===== src/core/usbira_map.svh =====
// Constants of the indirect register access path to the USB core.
// Assumes inclusion by the package and both ends; definitions only.
`ifndef USBIRA_MAP_SVH
`define USBIRA_MAP_SVH
`define USBIRA_ADR_OFS 8'h96
`define USBIRA_DAT_OFS 8'h97
`define USBIRA_XCN_OFS 8'hd7
`define USBIRA_CMD_OFS 12'h000
`define USBIRA_STS_OFS 12'h004
`define USBIRA_RDATA_OFS 12'h008
`define USBIRA_BUSY_BIT 7
`define USBIRA_AUTO_BIT 6
`define USBIRA_SPEED_BIT 5
`define USBIRA_CR_EN_BIT 7
`define USBIRA_CR_SS_BIT 6
`define USBIRA_CR_LOW_BIT 5
`define USBIRA_A_FUNCTION_ADDRESS_REG 6'h00
`define USBIRA_A_POWER 6'h01
`define USBIRA_A_INFLG 6'h02
`define USBIRA_A_OUTFLG 6'h04
`define USBIRA_A_CMFLG 6'h06
`define USBIRA_A_INEN 6'h07
`define USBIRA_A_OUTEN 6'h09
`define USBIRA_A_CMEN 6'h0b
`define USBIRA_A_FRML 6'h0c
`define USBIRA_A_FRMH 6'h0d
`define USBIRA_A_INDEX 6'h0e
`define USBIRA_A_CLOCK_RECOVERY_CONTROL 6'h0f
`define USBIRA_A_E0CS 6'h11
`define USBIRA_A_INCSH 6'h12
`define USBIRA_A_OUTCSL 6'h14
`define USBIRA_A_OUTCSH 6'h15
`define USBIRA_A_EP0_RECEIVED_COUNT 6'h16
`define USBIRA_A_OUTCNTH 6'h17
`define USBIRA_A_FIFO0 6'h20
`define USBIRA_A_FIFO3 6'h23
`define USBIRA_CLOCK_RECOVERY_CONTROL_RST 8'h09
`define USBIRA_FETCH_CYC 2'h2
`define USBIRA_NUM_EP 3'h4
`endif


===== src/core/usbira_pkg.sv =====
// Types shared by both ends of the indirect register path.
// Assumes the constants header is on the include path.
`default_nettype none
`include "usbira_map.svh"
package usbira_pkg;
  typedef logic [7:0] usbira_byte_t;
  typedef enum logic [1:0] {USBIRA_SFR_NONE, USBIRA_SFR_RD, USBIRA_SFR_WR} usbira_op_t;
endpackage
`default_nettype wire


===== src/core/usbira_if.sv =====
// Special function register bus between processor end and USB core end.
// Assumes one clock shared by both parties.
`default_nettype none
interface usbira_if (
  input wire logic pclk
);
  import usbira_pkg::*;
  logic sfr_wr;
  logic sfr_rd;
  logic [7:0] sfr_addr;
  usbira_byte_t sfr_wdata;
  usbira_byte_t sfr_rdata;
  logic speed_full;
  modport host (output sfr_wr, sfr_rd, sfr_addr, sfr_wdata, input sfr_rdata, speed_full);
  modport dev (input sfr_wr, sfr_rd, sfr_addr, sfr_wdata, output sfr_rdata, speed_full);
endinterface
`default_nettype wire


===== src/core/usbira_core.sv =====
// USB core end: indirect address/data registers and the internal map.
// Assumes single-cycle strobes from the processor end, USB clock running.
//
// Local design decision: the APB slave port.
`default_nettype none
`include "usbira_map.svh"
module usbira_core #(
  parameter int FIFO_DEPTH = 16
) (
  // Clock and reset
  input wire logic pclk,
  input wire logic presetn,
  // Processor side
  usbira_if.dev sfr,
  // Clock recovery and status to the user
  output logic cr_enable,
  output logic cr_single_step,
  output logic low_speed_recovery_bit,
  output logic [3:0] endpoint_select_field,
  // Events from the USB engine
  input wire logic [7:0] frame_number_low_in,
  input wire logic [7:0] frame_number_high_in
);
  import usbira_pkg::*;
  localparam int PTR_W = $clog2(FIFO_DEPTH);
  logic busy_reg;
  logic auto_read_flag;
  logic [5:0] internal_register_address;
  usbira_byte_t dat_reg;
  usbira_byte_t xcn_reg;
  logic [1:0] fetch_cnt_reg;
  logic wr_pend_reg;
  usbira_byte_t wr_data_reg;
  usbira_byte_t function_address_reg_reg, power_reg, inen_reg, outen_reg, cmen_reg, clock_recovery_control_reg;
  usbira_byte_t e0cs_reg [4];
  usbira_byte_t incsh_reg [4];
  usbira_byte_t outcsl_reg [4];
  usbira_byte_t outcsh_reg [4];
  usbira_byte_t fifo_mem [4][FIFO_DEPTH];
  logic [$clog2(FIFO_DEPTH)-1:0] fifo_wp [4];
  logic [$clog2(FIFO_DEPTH)-1:0] fifo_rp [4];
  logic [7:0] e0_count_reg;
  logic [1:0] ep;
  logic adr_wr, dat_wr, dat_rd, int_rd_done;

  assign ep = endpoint_select_field[1:0];
  assign adr_wr = sfr.sfr_wr && sfr.sfr_addr == `USBIRA_ADR_OFS;
  assign dat_wr = sfr.sfr_wr && sfr.sfr_addr == `USBIRA_DAT_OFS;
  assign dat_rd = sfr.sfr_rd && sfr.sfr_addr == `USBIRA_DAT_OFS;
  assign int_rd_done = busy_reg && !wr_pend_reg && fetch_cnt_reg == 2'h0;

  function automatic usbira_byte_t rd_map(input logic [5:0] a);
    usbira_byte_t v;
    v = 8'h00;
    unique case (a)
      `USBIRA_A_FUNCTION_ADDRESS_REG: v = function_address_reg_reg;
      `USBIRA_A_POWER: v = power_reg;
      `USBIRA_A_INEN: v = inen_reg;
      `USBIRA_A_OUTEN: v = outen_reg;
      `USBIRA_A_CMEN: v = cmen_reg;
      `USBIRA_A_INFLG, `USBIRA_A_OUTFLG, `USBIRA_A_CMFLG: v = 8'h00;
      `USBIRA_A_FRML: v = frame_number_low_in;
      `USBIRA_A_FRMH: v = frame_number_high_in;
      `USBIRA_A_INDEX: v = {4'h0, endpoint_select_field};
      `USBIRA_A_CLOCK_RECOVERY_CONTROL: v = clock_recovery_control_reg;
      `USBIRA_A_E0CS: v = e0cs_reg[ep];
      `USBIRA_A_INCSH: v = incsh_reg[ep];
      `USBIRA_A_OUTCSL: v = outcsl_reg[ep];
      `USBIRA_A_OUTCSH: v = outcsh_reg[ep];
      `USBIRA_A_EP0_RECEIVED_COUNT: v = e0_count_reg;
      default: begin
        if (a >= `USBIRA_A_FIFO0 && a <= `USBIRA_A_FIFO3) begin
          v = fifo_mem[a[1:0]][fifo_rp[a[1:0]]];
        end
      end
    endcase
    return v;
  endfunction

  // Indirect address register, busy and auto-read
  always_ff @(posedge pclk or negedge presetn) begin
    if (!presetn) begin
      busy_reg <= 1'b0;
      auto_read_flag <= 1'b0;
      internal_register_address <= 6'h00;
      fetch_cnt_reg <= 2'h0;
    end else begin
      if (adr_wr) begin
        auto_read_flag <= sfr.sfr_wdata[`USBIRA_AUTO_BIT];
        internal_register_address <= sfr.sfr_wdata[5:0];
      end
      if ((adr_wr && sfr.sfr_wdata[`USBIRA_BUSY_BIT]) || (dat_rd && auto_read_flag)) begin
        busy_reg <= 1'b1;
        fetch_cnt_reg <= `USBIRA_FETCH_CYC;
      end else if (dat_wr) begin
        busy_reg <= 1'b1;
        fetch_cnt_reg <= `USBIRA_FETCH_CYC;
      end else if (busy_reg && fetch_cnt_reg != 2'h0) begin
        fetch_cnt_reg <= fetch_cnt_reg - 2'h1;
      end else if (busy_reg) begin
        busy_reg <= 1'b0;
      end
    end
  end

  // Data register captures fetched data
  always_ff @(posedge pclk or negedge presetn) begin
    if (!presetn) begin
      dat_reg <= 8'h00;
    end else if (dat_wr) begin
      dat_reg <= sfr.sfr_wdata;
    end else if (int_rd_done) begin
      dat_reg <= rd_map(internal_register_address);
    end
  end

  // Pending internal write, performed while busy
  always_ff @(posedge pclk or negedge presetn) begin
    if (!presetn) begin
      wr_pend_reg <= 1'b0;
      wr_data_reg <= 8'h00;
    end else if (dat_wr) begin
      wr_pend_reg <= 1'b1;
      wr_data_reg <= sfr.sfr_wdata;
    end else if (busy_reg && fetch_cnt_reg == 2'h0) begin
      wr_pend_reg <= 1'b0;
    end
  end

  logic do_wr;
  assign do_wr = wr_pend_reg && busy_reg && fetch_cnt_reg == 2'h0;

  // Internal common registers
  always_ff @(posedge pclk or negedge presetn) begin
    if (!presetn) begin
      function_address_reg_reg <= 8'h00;
      power_reg <= 8'h00;
      inen_reg <= 8'h00;
      outen_reg <= 8'h00;
      cmen_reg <= 8'h00;
      clock_recovery_control_reg <= `USBIRA_CLOCK_RECOVERY_CONTROL_RST;
      endpoint_select_field <= 4'h0;
    end else if (do_wr) begin
      unique case (internal_register_address)
        `USBIRA_A_FUNCTION_ADDRESS_REG: function_address_reg_reg <= wr_data_reg;
        `USBIRA_A_POWER: power_reg <= wr_data_reg;
        `USBIRA_A_INEN: inen_reg <= wr_data_reg;
        `USBIRA_A_OUTEN: outen_reg <= wr_data_reg;
        `USBIRA_A_CMEN: cmen_reg <= wr_data_reg;
        `USBIRA_A_INDEX: endpoint_select_field <= wr_data_reg[3:0];
        `USBIRA_A_CLOCK_RECOVERY_CONTROL: clock_recovery_control_reg <= wr_data_reg;
        default: begin
        end
      endcase
    end
  end

  // Indexed registers; writes under reserved endpoint selects are ignored, reads use the low two select bits
  always_ff @(posedge pclk or negedge presetn) begin
    if (!presetn) begin
      for (int i = 0; i < 4; i++) begin
        e0cs_reg[i] <= 8'h00;
        incsh_reg[i] <= 8'h00;
        outcsl_reg[i] <= 8'h00;
        outcsh_reg[i] <= 8'h00;
      end
    end else if (do_wr && endpoint_select_field[3:2] == 2'h0) begin
      unique case (internal_register_address)
        `USBIRA_A_E0CS: e0cs_reg[ep] <= wr_data_reg;
        `USBIRA_A_INCSH: incsh_reg[ep] <= wr_data_reg;
        `USBIRA_A_OUTCSL: outcsl_reg[ep] <= wr_data_reg;
        `USBIRA_A_OUTCSH: outcsh_reg[ep] <= wr_data_reg;
        default: begin
        end
      endcase
    end
  end

  // Endpoint FIFO byte ports
  logic fifo_hit;
  assign fifo_hit = internal_register_address >= `USBIRA_A_FIFO0 &&
                    internal_register_address <= `USBIRA_A_FIFO3;
  always_ff @(posedge pclk or negedge presetn) begin
    if (!presetn) begin
      for (int i = 0; i < 4; i++) begin
        fifo_wp[i] <= '0;
        fifo_rp[i] <= '0;
      end
      e0_count_reg <= 8'h00;
    end else begin
      if (do_wr && fifo_hit) begin
        fifo_mem[internal_register_address[1:0]][fifo_wp[internal_register_address[1:0]]]
          <= wr_data_reg;
        fifo_wp[internal_register_address[1:0]] <=
          fifo_wp[internal_register_address[1:0]] + PTR_W'(1);
        if (internal_register_address[1:0] == 2'h0) begin
          e0_count_reg <= e0_count_reg + 8'h01;
        end
      end else if (int_rd_done && fifo_hit) begin
        fifo_rp[internal_register_address[1:0]] <=
          fifo_rp[internal_register_address[1:0]] + PTR_W'(1);
        if (internal_register_address[1:0] == 2'h0 && e0_count_reg != 8'h00) begin
          e0_count_reg <= e0_count_reg - 8'h01;
        end
      end
    end
  end

  // Transceiver control with speed select
  always_ff @(posedge pclk or negedge presetn) begin
    if (!presetn) begin
      xcn_reg <= 8'h00;
    end else if (sfr.sfr_wr && sfr.sfr_addr == `USBIRA_XCN_OFS) begin
      xcn_reg <= sfr.sfr_wdata;
    end
  end

  // Registered outputs
  always_ff @(posedge pclk or negedge presetn) begin
    if (!presetn) begin
      sfr.sfr_rdata <= 8'h00;
      sfr.speed_full <= 1'b0;
      cr_enable <= 1'b0;
      cr_single_step <= 1'b0;
      low_speed_recovery_bit <= 1'b0;
    end else begin
      sfr.speed_full <= xcn_reg[`USBIRA_SPEED_BIT];
      cr_enable <= clock_recovery_control_reg[`USBIRA_CR_EN_BIT];
      cr_single_step <= clock_recovery_control_reg[`USBIRA_CR_SS_BIT];
      low_speed_recovery_bit <= clock_recovery_control_reg[`USBIRA_CR_LOW_BIT];
      unique case (sfr.sfr_addr)
        `USBIRA_ADR_OFS: sfr.sfr_rdata <= {busy_reg, auto_read_flag, internal_register_address};
        `USBIRA_DAT_OFS: sfr.sfr_rdata <= dat_reg;
        `USBIRA_XCN_OFS: sfr.sfr_rdata <= xcn_reg;
        default: sfr.sfr_rdata <= 8'h00;
      endcase
    end
  end
endmodule
`default_nettype wire


===== src/flat_wrapper.sv =====
// flat-port wrapper written by rule: the top's interface ports become plain ports
module usbira_core_flat import usbira_pkg::*;
#(
  parameter int FIFO_DEPTH = 16
)
  (pclk, presetn, cr_enable, cr_single_step, low_speed_recovery_bit, endpoint_select_field, frame_number_low_in, frame_number_high_in, sfr_sfr_wr, sfr_sfr_rd, sfr_sfr_addr, sfr_sfr_wdata, sfr_sfr_rdata, sfr_speed_full);
  usbira_if sfr_i (.pclk(pclk));
  input wire logic pclk;
  input wire logic presetn;
  output logic cr_enable;
  output logic cr_single_step;
  output logic low_speed_recovery_bit;
  output logic [3:0] endpoint_select_field;
  input wire logic [7:0] frame_number_low_in;
  input wire logic [7:0] frame_number_high_in;
  input wire logic [$bits(sfr_i.sfr_wr)-1:0] sfr_sfr_wr;
  input wire logic [$bits(sfr_i.sfr_rd)-1:0] sfr_sfr_rd;
  input wire logic [$bits(sfr_i.sfr_addr)-1:0] sfr_sfr_addr;
  input wire logic [$bits(sfr_i.sfr_wdata)-1:0] sfr_sfr_wdata;
  output wire logic [$bits(sfr_i.sfr_rdata)-1:0] sfr_sfr_rdata;
  output wire logic [$bits(sfr_i.speed_full)-1:0] sfr_speed_full;
  assign sfr_i.sfr_wr = sfr_sfr_wr;
  assign sfr_i.sfr_rd = sfr_sfr_rd;
  assign sfr_i.sfr_addr = sfr_sfr_addr;
  assign sfr_i.sfr_wdata = sfr_sfr_wdata;
  assign sfr_sfr_rdata = sfr_i.sfr_rdata;
  assign sfr_speed_full = sfr_i.speed_full;
  usbira_core #(.FIFO_DEPTH(FIFO_DEPTH)) u_core (.pclk(pclk), .presetn(presetn), .sfr(sfr_i), .cr_enable(cr_enable), .cr_single_step(cr_single_step), .low_speed_recovery_bit(low_speed_recovery_bit), .endpoint_select_field(endpoint_select_field), .frame_number_low_in(frame_number_low_in), .frame_number_high_in(frame_number_high_in));
endmodule

===== config.mk =====
export PLATFORM = sky130hd
export DESIGN_NAME = usbira_core_flat
export DESIGN_NICKNAME = d
export VERILOG_FILES = /design/src/core/usbira_pkg.sv /design/src/core/usbira_if.sv /design/src/core/usbira_core.sv /design/src/flat_wrapper.sv
export VERILOG_INCLUDE_DIRS = /design/src /design/src/core
export SDC_FILE = /design/constraint.sdc
export NUM_CORES = 1
export LEC_CHECK = 0
export ABC_AREA = 1
export BUFFER_PORTS_ARGS = -buffer_cell sky130_fd_sc_hd__buf_2
export CORE_MARGIN = 5
export CORE_UTILIZATION = 65
export DETAILED_ROUTE_END_ITERATION = 10
export PLACE_DENSITY_LB_ADDON = 0.15
export SETUP_SLACK_MARGIN = 0.15
export SYNTH_ARGS = -nofsm -noshare
export SYNTH_HDL_FRONTEND = slang
export SYNTH_SLANG_ARGS = --single-unit
export TNS_END_PERCENT = 20

===== constraint.sdc =====
create_clock -name pclk -period 3.96 [get_ports pclk]
set_input_delay 0.396 -clock pclk [delete_from_list [all_inputs] [get_ports pclk]]
set_output_delay 0.396 -clock pclk [all_outputs]
set_load 0.005 [all_outputs]

==> results of run 1 <==
timing repair:
| action | in CTS | in global routing |
|---|---|---|
| hold buffers | 2 | 0 |
| setup endpoints to repair | 0 | 0 |
| gates resized for setup | 0 | 0 |
| endpoints found under the hold margin | 39 | 0 |
how the worst max path moves through the flow:
| stage | endpoint | slack, ps | cells past startpoint |
|---|---|---|---|
| after floorplan | u_core.fifo_mem[1][64] | 1340 | 10 |
| after global placement | u_core.dat_reg[2] | 540 | 14 |
| after detailed placement | u_core.dat_reg[2] | 480 | 14 |
| after CTS | u_core.dat_reg[4] | 480 | 14 |
| after global routing | u_core.dat_reg[2] | 210 | 14 |
| final | u_core.dat_reg[4] | 360 | 14 |
final cells by class:
cell class / count / area, sq um / area share, %
clock buffers: 109 / 2190 / 5.98
well taps: 672 / 841 / 2.29
diodes: 1 / 2.50 / 0.00682
inverters: 112 / 422 / 1.15
multi-input cells: 2228 / 9960 / 27.1
clock inverters: 33 / 305 / 0.832
repair buffers: 128 / 873 / 2.38
flip-flops and latches: 779 / 22100 / 60.2
layout by cell type (no fill, tap or decap), drive strengths merged, types with 24 or more instances in the layout:
cell type	count
clkbuf	109
nand3	429
dfrtp	265
buf	126
edfxtp	512
nand2	1126
a22oi	43
inv	114
nor2	261
o21ai	256
clkinv	24
critical path, stage by stage, from the launching register on:
cell and delay (ps):
dfrtp_4 640, nor2_4 310, buf_4 480, nand2_1 110, o21ai_1 170, inv_2 60
nand2_2 640, nand3_1 330, nand3_1 260, nand3_1 150, nand2_1 120, nand2_1 60
nand2_1 50, nand2_1 60, nand2_1 80
metrics by stage:
stage	power, mW	area [sq um]
after floorplan	9.60	33200
after global placement	10.1	34200
after detailed placement	10.1	34200
after CTS	17.2	36700
after global routing	17.7	36700
final	17.2	36700
metal layers:
layer / part of all wire, % / up-vias / track usage, % / wire, um
li1: - / 11237 / - / -
met1: 40 / 11916 / 45.4 / 35600
met2: 47 / 1429 / 50.0 / 41700
met3: 10 / 185 / 5.70 / 8910
met4: 2.8 / 0 / 9.98 / 2450
met5: 0 / - / 0 / 0
power groups by stage:
stage	clock network [mW]	registers (mW)	logic, mW
6_report	7.21	8.82	1.12
3_3_place_gp	0	8.98	1.07
3_5_place_dp	0	8.98	1.10
4_1_cts	7.28	8.82	1.11
2_1_floorplan	0	9.02	0.580
5_1_grt	7.65	8.82	1.22
cells by family after synthesis:
family / after synthesis / share of synthesized area [%]
and+or+nand+nor: 1850 / 23.0
DFF: 779 / 66.5
AOI/OAI and AO/OA: 351 / 5.97
buffers and inverters: 288 / 3.54
adders and majority gates: 15 / 0.589
xor gates and xnor gates: 10 / 0.264
muxes: 2 / 0.0679
==> results.ini, run 1 <==
[sta]
tns_ps=0
setup_violations=0
final-max-slew-violation-count=0
worst_pin_slew_ps=1140
setup_ws_ps=361
rsz0062_at_grt=no
worst_hold_slack_ps=45.7
hold_violations=0
skew_ps=25.8
period_share_pct=90.9
slew_headroom_pct=23.7
fmax_mhz=278
period_minus_slack_ps=3600

[route]
drt_iter0_markers=3212
drtAntennaViolNets=0
vias_per_cell=6.10
dr.pass1.iters=7
vias=24767
wire_per_inst_um=21.8
routed_wl_um=88700
drc=0

[worst_setup_path]
rrSetupSlack_ps=360
rr_worst_depth=14
worstSetupStartpointType=flop
cp_max_fo=38
end_kind=flop
required_ps=4520
arrival_ps=4160
critPathKind=flop to flop
r2r-start=u_core.internal_register_address[1]
startpoint=u_core.internal_register_address[1]
r2r_end=u_core.dat_reg[4]

[clock_tree]
cts_tree=yes
max-clock-path-buffers=3
cts.htree.levels=3
root_buffer=clkbuf_16
clock_sinks=779
cts_made_buffers=77
postCtsSetupBuffers=0
clkTransAtPathRegs_ps=70
clock_latency_ps=620

[synthesis]
synth-seq-cells=779
yosys.cell_types.count=43
syn-cell-area_sq_um=33200
synth.most_common_cell=nand2_1
yosys-top-cells-count=nand2_1, edfxtp_1, nand3_1
yosysTopAreaCell=edfxtp_1
syn_area_per_cell_sq_um=10.1
syn-num-nets=3346
synth_async_sr_flop_share_pct=34.3
synth_edf_count=512
synth-seq-area-share_pct=66.5
synth_cells=3295
yosysTopAreaCellShare_pct=46.4
synth_ff_type=edfxtp_1
ys_warn_count=0
ys_top_cells_by_area=edfxtp_1, dfrtp_1, nand2_1

[power_and_ir_drop]
p_switching_mw=3.93
combPwrFrac_pct=6.6
p_leak_nw=15.0
seqPwrFrac_pct=51.4
p_int_mw=13.2
ir_worst_vdd_v=0.000460
pwr-share-clk_pct=42.0
power_density_nw_per_um2=468
p_sw_share_pct=22.9

[place]
post-dp-hpwl_um=54800
place_inst=3917
port_buffers=51
post-place-ws_ps=483
gp_congestion=0.916

[min_path]
min_path_type=input port to flop
holdPathStages=3
min_to=u_core.internal_register_address[2]
hold_start=sfr_sfr_wdata[2]

[finish]
largest_reg_flops=512
final_cell_count_no_fill=4062
postLayoutCoreUtil_pct=73.0
fill_cells=3510
area_delta_synth_final_pct=10.6
final_nets=3377
drive_above_1_share_pct=8.35

[job]
maxCapViolCount=0

[status]
run_status=completed

[global_routing]
antenna_found_initial=1
grt_pass1_wl_um=137000
grt_usage_pct=31.5
grt_pass1_vias=23907
grt_max_degree=87
grt_overflow=0

[floorplanning]
dieArea_sq_um=55600
num_rows=82
start_util_pct=66.0
ios=52
die_h_um=236
core_area_sq_um=50300
die_w_um=236

Note: power is estimated with default switching activity, not from simulation.
==> run 2, diff against run 1 <==
CORE_UTILIZATION = 60   (was 65)
==> run 2 against run 1 <==
  * Clock power up 3.7%
  * Hold slack got worse by 0.86 ps
  * Critical endpoint is now u_core.dat_reg[2]
  * Via count fell by 0.38%
  * Combinational power about the same
==> results.ini, run 2 (synthesized netlist as in run 1, its figures left out) <==
[status]
run_status=completed

[global_routing]
grt_overflow=0
grt_pass1_vias=23953
top_usage_layer=met2
grt_pass1_wl_um=138000
grt_max_degree=115
grtUsageMet1_pct=40.5
grt_usage_pct=29.6
antenna_found_initial=0
use_met2_pct=48.9
use_met3_pct=4.62

[sta]
period_minus_slack_ps=3380
worst_pin_slew_ps=1160
fmax_mhz=296
period_share_pct=85.3
setup_violations=0
rsz0062_at_grt=no
hold_violations=0
skew_ps=22.3
final-max-slew-violation-count=0
tns_ps=0
slew_headroom_pct=22.2

[job]
maxCapViolCount=0

[clock_tree]
root_buffer=clkbuf_16
cts_hold_buf=1
clkTransAtPathRegs_ps=60
clock_sinks=779
cts_tree=yes
postCtsSetupBuffers=0
cts.htree.levels=3
clock_latency_ps=610
max-clock-path-buffers=3
cts_made_buffers=79
cts_resized=0

[route]
vias_per_cell=5.96
dr.pass1.iters=6
drtAntennaViolNets=0
vias=24674
drc=0
routed_wl_um=89100
wire_per_inst_um=21.5
drt_iter0_markers=2704

[min_path]
min_path_type=input port to flop
holdPathStages=3
hold_start=sfr_sfr_wdata[6]
min_to=u_core.auto_read_flag

[worst_setup_path]
arrival_ps=3930
r2r_end=u_core.dat_reg[2]
end_kind=flop
rrSetupSlack_ps=580
critPathKind=flop to flop
r2r-start=u_core.internal_register_address[1]
required_ps=4510
cp_max_fo=96
rr_worst_depth=14
worstSetupStartpointType=flop

[finish]
area_delta_synth_final_pct=12.1
fin_area_sq_um=37200
largest_reg_flops=512
drive_above_1_share_pct=9.73
layout_common_cells=nand2_1, edfxtp_1, nand3_1
postLayoutCoreUtil_pct=67.7
final_nets=3426
final_common_cell=nand2_1

[floorplanning]
die_w_um=245
start_util_pct=60.4
die_h_um=245
num_rows=86
dieArea_sq_um=60100
core_area_sq_um=54900
ios=52

[place]
placed_area_sq_um=34500
port_buffers=51
post-dp-hpwl_um=55800
gp_congestion=0.933

[power_and_ir_drop]
ir_worst_vdd_v=0.000347
power_density_nw_per_um2=468
p_leak_nw=15.3

## run 2: through the flow
step / worst slack, ps / hold slack [ps] / instances / power, mW
after floorplan: 1340 / 100 / 3295 / 9.60
after CTS: 640 / 7.91 / 4137 / 17.5
after detailed placement: 660 / 324 / 3997 / 10.1
after global routing: 307 / 52.0 / 4137 / 18.0
final: 583 / 44.8 / 4138 / 17.4
after global placement: 703 / 322 / 3997 / 10.1
## run 2: worst max-delay path by stage
stage	from	end	slack, ps	cells after the start
final	u_core.internal_register_address[1]	u_core.dat_reg[2]	580	14
after global routing	u_core.internal_register_address[1]	u_core.dat_reg[2]	310	14
after CTS	u_core.internal_register_address[1]	u_core.dat_reg[2]	640	14
after detailed placement	u_core.internal_register_address[1]	u_core.dat_reg[2]	660	14
after global placement	u_core.internal_register_address[1]	u_core.dat_reg[0]	700	14
after floorplan	u_core.internal_register_address[1]	u_core.fifo_mem[1][64]	1340	10
## run 2: worst max-delay path, stage by stage (launching register included)
cell and delay, ps:
dfrtp_4 680, buf_4 830, nand3_1 170, nand2_1 150
nor2_4 50, buf_4 340, nand2_1 190, nand3_1 190
nand3_1 210, nand3_1 100, nand2_1 90, nand2_1 70
nand2_1 60, nand2_1 40, nand2_1 60
## run 2: area by class of cell
cell class,count,area (sq um)
diodes,1,2.50
well taps,704,881
clock inverters,32,358
inverters,112,422
multi-input cells,2228,9960
repair buffers,175,1210
flip-flops and latches,779,22100
clock buffers,107,2250
fillers,4142,17700
## run 2: report_power, final
group | internal [mW] | total (mW) | leakage, nW | switching, mW
combinational | 0.244 | 1.11 | 5.93 | 0.867
clock | 4.48 | 7.48 | 1.28 | 3.00
sequential | 8.78 | 8.82 | 8.08 | 0.0404
## run 2: per-layer routing
metal / share of wire, % / up-vias / wire (um)
li1: - / 11337 / -
met1: 41 / 12025 / 36100
met2: 49 / 1120 / 43300
met3: 7.6 / 192 / 6730
met4: 3.3 / 0 / 2980
met5: 0 / - / 0
